[src/verilog/flash_pin_defines.svh]
`ifndef FLASH_PIN_DEFINES_SVH
`define FLASH_PIN_DEFINES_SVH

// pin levels and reset values
`define CS_IDLE_LEVEL   1'h1
`define SCK_IDLE_LEVEL  1'h0
`define IO_IDLE_LEVELS  4'h0

// byte framing
`define BYTE_BITS       4'h8
`define RX_LAST_BIT     3'h7
`define RX_FIRST_BIT    3'h0
`define TX_EMPTY_BITS   4'h0
`define TX_IDLE_BYTE    8'hFF

// bits launched per falling clock edge
`define LANE_BITS_ONE   4'h1
`define LANE_BITS_TWO   4'h2
`define LANE_BITS_FOUR  4'h4

// output enable masks per lane mode
`define OE_MASK_NONE    4'h0
`define OE_MASK_SINGLE  4'h2
`define OE_MASK_DUAL    4'h3
`define OE_MASK_QUAD    4'hF

// receive fifo shape
`define RX_FIFO_WIDTH   8
`define RX_FIFO_DEPTH   8

`endif

[src/verilog/flash_pin_pkg.sv]
package flash_pin_pkg;

	typedef enum logic [1:0] {
		LANE_SINGLE = 2'h0,
		LANE_DUAL   = 2'h1,
		LANE_QUAD   = 2'h2
	} lane_mode_t;

	typedef enum logic [1:0] {
		ST_STANDBY = 2'h0,
		ST_ACTIVE  = 2'h1,
		ST_FINISH  = 2'h2
	} frame_state_t;

endpackage

[src/verilog/rx_byte_fifo.sv]
`timescale 1ns/1ps
`default_nettype none

module rx_byte_fifo #(
	parameter int WIDTH = 8,
	parameter int DEPTH = 8
) (
	input  wire logic             clk,       // system clock
	input  wire logic             rst,       // synchronous reset, high
	input  wire logic             in_valid,  // write request
	output logic                  in_ready,  // room in the store
	input  wire logic [WIDTH-1:0] in_data,   // write data
	output logic                  out_valid, // output register holds a word
	input  wire logic             out_ready, // consumer takes the word
	output logic      [WIDTH-1:0] out_data   // registered read data
);

	localparam int AW = $clog2(DEPTH);

	logic [WIDTH-1:0] mem [DEPTH];
	logic [AW-1:0]    wr_ptr;
	logic [AW-1:0]    rd_ptr;
	logic [AW:0]      count;
	logic [AW-1:0]    next_wr_ptr;
	logic [AW-1:0]    next_rd_ptr;
	logic [AW:0]      next_count;
	logic             next_out_valid;
	logic [WIDTH-1:0] next_out_data;
	logic             push;
	logic             pop;

	always_comb begin
		in_ready       = (count != (AW+1)'(DEPTH));
		push           = in_valid && in_ready;
		pop            = (count != '0) && (!out_valid || out_ready);
		next_wr_ptr    = push ? wr_ptr + 1'b1 : wr_ptr;
		next_rd_ptr    = pop ? rd_ptr + 1'b1 : rd_ptr;
		next_count     = count;
		if (push && !pop) begin
			next_count = count + 1'b1;
		end else if (pop && !push) begin
			next_count = count - 1'b1;
		end
		next_out_data  = pop ? mem[rd_ptr] : out_data;
		next_out_valid = pop ? 1'b1 : (out_ready ? 1'b0 : out_valid);
	end

	always_ff @(posedge clk) begin
		if (push) begin
			mem[wr_ptr] <= in_data;
		end
	end

	always_ff @(posedge clk) begin
		if (rst) begin
			wr_ptr    <= '0;
			rd_ptr    <= '0;
			count     <= '0;
			out_valid <= 1'b0;
			out_data  <= '0;
		end else begin
			wr_ptr    <= next_wr_ptr;
			rd_ptr    <= next_rd_ptr;
			count     <= next_count;
			out_valid <= next_out_valid;
			out_data  <= next_out_data;
		end
	end

endmodule

`default_nettype wire

[src/verilog/flash_serial_pin_front_end.sv]
`timescale 1ns/1ps
`default_nettype none
`include "flash_pin_defines.svh"

module flash_serial_pin_front_end (
	input  wire logic       sys_clk_in,          // 25 MHz system clock
	input  wire logic       rst_in,              // synchronous reset, high
	input  wire logic       sck_in,              // serial clock pin
	input  wire logic       cs_n_in,             // chip select pin, low active
	input  wire logic [3:0] io_in,               // lane pin levels
	output logic      [3:0] io_out,              // lane drive values
	output logic      [3:0] io_oe_out,           // lane drive enables
	input  wire logic       quad_lane_enable_in, // quad lane enable bit
	input  wire logic [1:0] lane_mode_in,        // read lane mode
	input  wire logic       read_phase_in,       // read data phase active
	input  wire logic       op_busy_in,          // self-timed operation running
	input  wire logic [7:0] tx_data_in,          // read byte to send
	input  wire logic       tx_valid_in,         // read byte available
	output logic            tx_ready_out,        // read byte taken
	output logic      [7:0] rx_data_out,         // received byte
	output logic            rx_valid_out,        // received byte available
	input  wire logic       rx_ready_in,         // received byte taken
	output logic            rx_overrun_out,      // byte lost, fifo full
	output logic            frame_start_out,     // operation start pulse
	output logic            frame_end_out,       // operation end pulse
	output logic            selected_out,        // device selected
	output logic            standby_out          // device in standby
);

	// pin synchronisers
	logic [5:0] sync_a;
	logic [5:0] sync_b;
	logic       sck_d;
	logic       cs_n_d;
	logic       sck_s;
	logic       cs_n_s;
	logic [3:0] io_s;
	logic       sck_rise;
	logic       sck_fall;
	logic       cs_fall;
	logic       cs_rise;
	logic       selected;

	always_ff @(posedge sys_clk_in) begin
		if (rst_in) begin
			sync_a <= {`SCK_IDLE_LEVEL, `CS_IDLE_LEVEL, `IO_IDLE_LEVELS};
			sync_b <= {`SCK_IDLE_LEVEL, `CS_IDLE_LEVEL, `IO_IDLE_LEVELS};
			sck_d  <= `SCK_IDLE_LEVEL;
			cs_n_d <= `CS_IDLE_LEVEL;
		end else begin
			sync_a <= {sck_in, cs_n_in, io_in};
			sync_b <= sync_a;
			sck_d  <= sck_s;
			cs_n_d <= cs_n_s;
		end
	end

	always_comb begin
		sck_s    = sync_b[5];
		cs_n_s   = sync_b[4];
		io_s     = sync_b[3:0];
		sck_rise = sck_s && !sck_d;
		sck_fall = !sck_s && sck_d;
		cs_fall  = !cs_n_s && cs_n_d;
		cs_rise  = cs_n_s && !cs_n_d;
		selected = !cs_n_s;
	end

	// framing and standby
	flash_pin_pkg::frame_state_t state;
	flash_pin_pkg::frame_state_t next_state;
	logic next_frame_start;
	logic next_frame_end;
	logic next_standby;

	always_comb begin
		next_state       = state;
		next_frame_start = cs_fall;
		next_frame_end   = cs_rise;
		unique case (state)
			flash_pin_pkg::ST_STANDBY: begin
				if (cs_fall) begin
					next_state = flash_pin_pkg::ST_ACTIVE;
				end
			end
			flash_pin_pkg::ST_ACTIVE: begin
				if (cs_rise) begin
					next_state = op_busy_in ? flash_pin_pkg::ST_FINISH : flash_pin_pkg::ST_STANDBY;
				end
			end
			flash_pin_pkg::ST_FINISH: begin
				if (cs_fall) begin
					next_state = flash_pin_pkg::ST_ACTIVE;
				end else if (!op_busy_in) begin
					next_state = flash_pin_pkg::ST_STANDBY;
				end
			end
			default: begin
				next_state = flash_pin_pkg::ST_STANDBY;
			end
		endcase
		next_standby = (next_state == flash_pin_pkg::ST_STANDBY);
	end

	always_ff @(posedge sys_clk_in) begin
		if (rst_in) begin
			state           <= flash_pin_pkg::ST_STANDBY;
			frame_start_out <= 1'b0;
			frame_end_out   <= 1'b0;
			standby_out     <= 1'b1;
			selected_out    <= 1'b0;
		end else begin
			state           <= next_state;
			frame_start_out <= next_frame_start;
			frame_end_out   <= next_frame_end;
			standby_out     <= next_standby;
			selected_out    <= selected;
		end
	end

	// receive path: single input lane into the byte fifo
	logic [7:0] rx_shift;
	logic [2:0] rx_cnt;
	logic [7:0] rx_byte;
	logic       rx_push;
	logic       rx_overrun;
	logic [7:0] next_rx_shift;
	logic [2:0] next_rx_cnt;
	logic [7:0] next_rx_byte;
	logic       next_rx_push;
	logic       next_rx_overrun;
	logic       fifo_in_ready;

	always_comb begin
		next_rx_shift   = rx_shift;
		next_rx_cnt     = rx_cnt;
		next_rx_byte    = rx_byte;
		next_rx_push    = 1'b0;
		next_rx_overrun = rx_overrun;
		if (cs_fall) begin
			next_rx_cnt     = `RX_FIRST_BIT;
			next_rx_overrun = 1'b0;
		end
		if (selected && !read_phase_in && sck_rise) begin
			next_rx_shift = {rx_shift[6:0], io_s[0]};
			if (cs_fall || rx_cnt == `RX_LAST_BIT) begin
				next_rx_cnt = cs_fall ? `RX_FIRST_BIT + 3'h1 : `RX_FIRST_BIT;
			end else begin
				next_rx_cnt = rx_cnt + 3'h1;
			end
			if (!cs_fall && rx_cnt == `RX_LAST_BIT) begin
				next_rx_push = 1'b1;
				next_rx_byte = {rx_shift[6:0], io_s[0]};
			end
		end
		// a lost byte wins over the start-of-frame clear
		if (rx_push && !fifo_in_ready) begin
			next_rx_overrun = 1'b1;
		end
	end

	always_ff @(posedge sys_clk_in) begin
		if (rst_in) begin
			rx_shift   <= '0;
			rx_cnt     <= `RX_FIRST_BIT;
			rx_byte    <= '0;
			rx_push    <= 1'b0;
			rx_overrun <= 1'b0;
		end else begin
			rx_shift   <= next_rx_shift;
			rx_cnt     <= next_rx_cnt;
			rx_byte    <= next_rx_byte;
			rx_push    <= next_rx_push;
			rx_overrun <= next_rx_overrun;
		end
	end

	assign rx_overrun_out = rx_overrun;

	rx_byte_fifo #(
		.WIDTH (`RX_FIFO_WIDTH),
		.DEPTH (`RX_FIFO_DEPTH)
	) u_rx_fifo (
		.clk       (sys_clk_in),
		.rst       (rst_in),
		.in_valid  (rx_push),
		.in_ready  (fifo_in_ready),
		.in_data   (rx_byte),
		.out_valid (rx_valid_out),
		.out_ready (rx_ready_in),
		.out_data  (rx_data_out)
	);

	// transmit path: one, two or four lanes per falling edge
	logic [7:0] tx_shift;
	logic [3:0] tx_left;
	logic [7:0] next_tx_shift;
	logic [3:0] next_tx_left;
	logic [3:0] next_io;
	logic [3:0] next_oe;
	logic [3:0] lane_bits;
	logic [3:0] lane_mask;
	logic [7:0] tx_word;
	logic       quad_ok;
	logic       tx_active;

	always_comb begin
		quad_ok   = quad_lane_enable_in;
		lane_bits = `LANE_BITS_ONE;
		lane_mask = `OE_MASK_SINGLE;
		unique case (flash_pin_pkg::lane_mode_t'(lane_mode_in))
			flash_pin_pkg::LANE_SINGLE: begin
				lane_bits = `LANE_BITS_ONE;
				lane_mask = `OE_MASK_SINGLE;
			end
			flash_pin_pkg::LANE_DUAL: begin
				lane_bits = `LANE_BITS_TWO;
				lane_mask = `OE_MASK_DUAL;
			end
			flash_pin_pkg::LANE_QUAD: begin
				lane_bits = quad_ok ? `LANE_BITS_FOUR : `LANE_BITS_ONE;
				lane_mask = quad_ok ? `OE_MASK_QUAD : `OE_MASK_SINGLE;
			end
			default: begin
				lane_bits = `LANE_BITS_ONE;
				lane_mask = `OE_MASK_SINGLE;
			end
		endcase
		tx_active     = selected && read_phase_in;
		tx_ready_out  = tx_active && sck_fall && (tx_left == `TX_EMPTY_BITS) && tx_valid_in;
		tx_word       = tx_shift;
		if (tx_left == `TX_EMPTY_BITS) begin
			tx_word = tx_valid_in ? tx_data_in : `TX_IDLE_BYTE;
		end
		next_tx_shift = tx_shift;
		next_tx_left  = tx_left;
		next_io       = io_out;
		// drivers follow selection and read phase, off while deselected
		next_oe       = tx_active ? lane_mask : `OE_MASK_NONE;
		if (!tx_active) begin
			next_tx_left = `TX_EMPTY_BITS;
		end else if (sck_fall) begin
			if (lane_bits == `LANE_BITS_FOUR) begin
				next_io       = tx_word[7:4];
				next_tx_shift = {tx_word[3:0], 4'h0};
			end else if (lane_bits == `LANE_BITS_TWO) begin
				next_io       = {2'h0, tx_word[7:6]};
				next_tx_shift = {tx_word[5:0], 2'h0};
			end else begin
				next_io       = {2'h0, tx_word[7], 1'h0};
				next_tx_shift = {tx_word[6:0], 1'h0};
			end
			next_tx_left = ((tx_left == `TX_EMPTY_BITS) ? `BYTE_BITS : tx_left) - lane_bits;
		end
	end

	always_ff @(posedge sys_clk_in) begin
		if (rst_in) begin
			tx_shift  <= '0;
			tx_left   <= `TX_EMPTY_BITS;
			io_out    <= `IO_IDLE_LEVELS;
			io_oe_out <= `OE_MASK_NONE;
		end else begin
			tx_shift  <= next_tx_shift;
			tx_left   <= next_tx_left;
			io_out    <= next_io;
			io_oe_out <= next_oe;
		end
	end
endmodule

`default_nettype wire

[config.mk]
export PLATFORM = sky130hd
export DESIGN_NAME = flash_serial_pin_front_end
export DESIGN_NICKNAME = d
export VERILOG_FILES = /design/src/verilog/flash_pin_pkg.sv /design/src/verilog/rx_byte_fifo.sv /design/src/verilog/flash_serial_pin_front_end.sv
export VERILOG_INCLUDE_DIRS = /design/src /design/src/verilog
export SDC_FILE = /design/constraint.sdc
export NUM_CORES = 1
export LEC_CHECK = 0
export BUFFER_PORTS_ARGS = -buffer_cell sky130_fd_sc_hd__buf_2
export CAP_MARGIN = 20
export CORE_MARGIN = 8
export CORE_UTILIZATION = 50
export CTS_CLUSTER_SIZE = 20
export DETAILED_ROUTE_END_ITERATION = 8
export PLACE_DENSITY = 0.79
export SYNTH_ARGS = -nofsm -noshare
export SYNTH_HDL_FRONTEND = slang
export SYNTH_SLANG_ARGS = --single-unit
export TNS_END_PERCENT = 50
[constraint.sdc]
create_clock -name sys_clk_in -period 6.7 [get_ports sys_clk_in]
set_input_delay 0.335 -clock sys_clk_in [delete_from_list [all_inputs] [get_ports sys_clk_in]]
set_output_delay 0.335 -clock sys_clk_in [all_outputs]
set_load 0.03 [all_outputs]
==> results by group <==
Worst setup path
  – Crit start category: register
  – Req. time, crit path: 7110 ps
  – Crit path capture type: register
  – Critical path arrival: 3490 ps
  – WS Path Type: reg -> reg
  – R2r setup slk: 3620 ps
  – CP Max Fanout: 19

Clock network
  – Postcts setup bufs: 0
  – CTS root buf: clkbuf_8
  – Max clock buf depth: 2
  – Clk_lat worst skew: 530 ps
  – Clk slew on worst S/H paths: 60 ps
  – Number of H-tree levels: 4
  – CTS tree: built
  – # hold bufs at CTS: 1
  – # clock sinks: 135
  – Post_cts resized: 0
  – CTS Buf Count: 17

Routing
  – Antenna viol nets, final: 0
  – Drt pass-1 iters: 4
  – Via count: 3481
  – Drt drc: 0
  – WL per Instance: 16.5 microns
  – Routed WL: 10500 microns
  – Detail-routed via count per cell: 5.47
  – Initial detailed-routing violation count: 237

Yosys
  – Synth warn: 0
  – Fraction of registers with async set/reset: 0%
  – Post-synth EDFFs: 64
  – Synthesized flop and latch total: 135
  – Synth Instances: 438
  – Synth cell types: 51
  – Synth Flop Type: dfxtp_1
  – Syn_area_per_cell: 12.6 sq um
  – Register area share after synthesis: 60.4%
  – Syn nets: 475
  – Synthesized area: 0.00554 sq mm

Timing
  – Crit path time final: 3080 ps
  – Period utilisation layout: 45.9%
  – Fmax: 325 MHz
  – Final setup fails: 0
  – Final hold violations: 0
  – Slew of the pin with the lowest slew margin: 902 ps
  – Final Slew Violations: 0
  – Final TNS setup: 0 ps
  – Final setup margin: 3620 ps
  – Clock Skew: 9.46 ps
  – Max-Slew Margin vs Limit: 39.7%
  – RSZ-0062 raised after global routing: no

Die
  – Die width: 121 microns
  – Core area: 0.0108 sq mm
  – DIE HEIGHT: 121 microns
  – I/O pin count: 46
  – Initial core utilization: 51.1%
  – Row count: 38
  – Die ar.: 0.0147 sq mm

Pwr
  – VDD IR-drop max: 0.000196 V
  – Pwr dens: 350 mW/mm^2
  – Leak pwr: 2.26 nW

GRT
  – GR Overflow Total: 0
  – Largest net degree at the start of global routing: 63
  – Vias in the first global route: 3628
  – Tot GR Track Use: 15.1%
  – First-pass GRT wire length: 17300 microns
  – Initial antenna violation count: 0

Finish
  – ANT cells: 0
  – Layout cells sized above 1: 23.2%
  – Util after Layout: 60.4%
  – Area grow syn2layout: 18.1%
  – Nets: 520

Placed design
  – I/O Buffers: 42
  – RD Place Congestion: 0.815
  – DP HPWL: 6860 microns
  – Post-place setup slack: 3610 ps

Min path
  – HP Class: in -> reg

Job
  – Max-cap violations: 0

Outcome
  – Outcome: finished clean
-- final timing paths --
check,start,end,cells after the start
setup reg to reg,u_rx_fifo.count[0]$_SDFFE_PP0P_,u_rx_fifo.count[3]$_SDFFE_PP0P_,10
hold reg to reg,sync_a[4]$_SDFF_PP1_,sync_b[4]$_SDFF_PP1_,1
hold / removal,sck_in,sync_a[5]$_SDFF_PP0_,2
setup / recovery,u_rx_fifo.count[0]$_SDFFE_PP0P_,u_rx_fifo.count[3]$_SDFFE_PP0P_,10
-- synth_stat cells, types with 5 or more instances --
cell       n  area share [%]
a211oi_1  11             1.5
buf_2      5            0.45
clkbuf_1  13            0.88
nor3_1    14             1.3
nand2b_1  13             1.5
edfxtp_1  64              35
mux4_2    16             6.5
mux2_2     8             1.6
a21oi_1   21             1.9
nand2_1   31             2.1
ha_1      12             2.7
inv_1     12            0.81
dfxtp_1   71              26
nand3_1    5            0.45
nor2_1    52             3.5
mux2i_1   19             3.4
nor2b_1    9             1.0
-- worst max-delay path: stages (launching register included) --
cell and delay [ps]:
dfxtp_1 380, or4_1 560, and2_1 390, inv_1 170, ha_1 180, inv_1 90, ha_1 280, a21o_1 170
a21oi_1 170, mux2i_1 210, mux2_2 350
-- stage by stage --
stage               area (sq um)  hold slack [ps]  cells  power, mW
global route                6540             21.9    636       2.38
CTS                         6520            0.689    634       2.31
finish                      6540             17.1    636       2.29
global placement            5840              391    598       1.31
floorplan                   5540              389    438       1.24
detailed placement          5860              400    601       1.32
-- where the power goes --
group | internal, mW | leakage, nW | switching, mW
Sequential | 0.900 | 1.02 | 0.0519
Clock | 0.666 | 0.318 | 0.326
Combinational | 0.147 | 0.927 | 0.199
-- cells by family (layout without fill, tap and decap cells) --
family | after synthesis | count (layout) | share of synthesized area, %
simple gates | 145 | 145 | 13.1
flops | 135 | 135 | 60.4
compound gates | 55 | 55 | 6.53
mux | 45 | 45 | 12.5
buf+inv | 37 | 95 | 2.96
fa+ha+maj | 14 | 14 | 3.43
xor+xnor | 7 | 7 | 1.11
-- sequential cells by signal, indices dropped and copies added (netlist names), 2 cells and up --
| register | count |
|---|---|
| rx_cnt | 3 |
| u_rx_fifo.mem | 64 |
| sync_b | 3 |
| u_rx_fifo.wr_ptr | 3 |
| state | 2 |
| tx_left | 4 |
| io_out | 4 |
| io_oe_out | 3 |
| rx_shift | 7 |
| u_rx_fifo.rd_ptr | 3 |
| rx_byte | 8 |
| u_rx_fifo.count | 4 |
| sync_a | 3 |
| tx_shift | 7 |
| u_rx_fifo.out_data | 8 |
-- cells in the final DEF (no fill, tap or decap), types with 13 or more instances in the layout --
cell type	instances
dfxtp_1	71
edfxtp_1	64
nor2_1	52
buf_2	42
nand2_1	31
a21oi_1	21
mux2i_1	19
clkbuf_16	17
mux4_2	16
nor3_1	14
nand2b_1	13
-- cell type report --
type	instances	area [sq um]
Timing Repair Buffer	51	293
Multi-Input combinational cell	266	2040
Tap cell	140	175
Inverter	12	45.0
Clock buffer	25	505
Fill cell	826	4300
Sequential cell	135	3340
Clock inverter	7	136
-- metal layers --
layer	GRT usage (%)	vias to the layer above	routed length (microns)
met5	0	-	0
met4	5.78	0	126
met3	5.54	17	577
met2	26.1	94	5390
met1	16.6	1670	4420
li1	-	1700	-
Power figures use the tool's default switching activity.
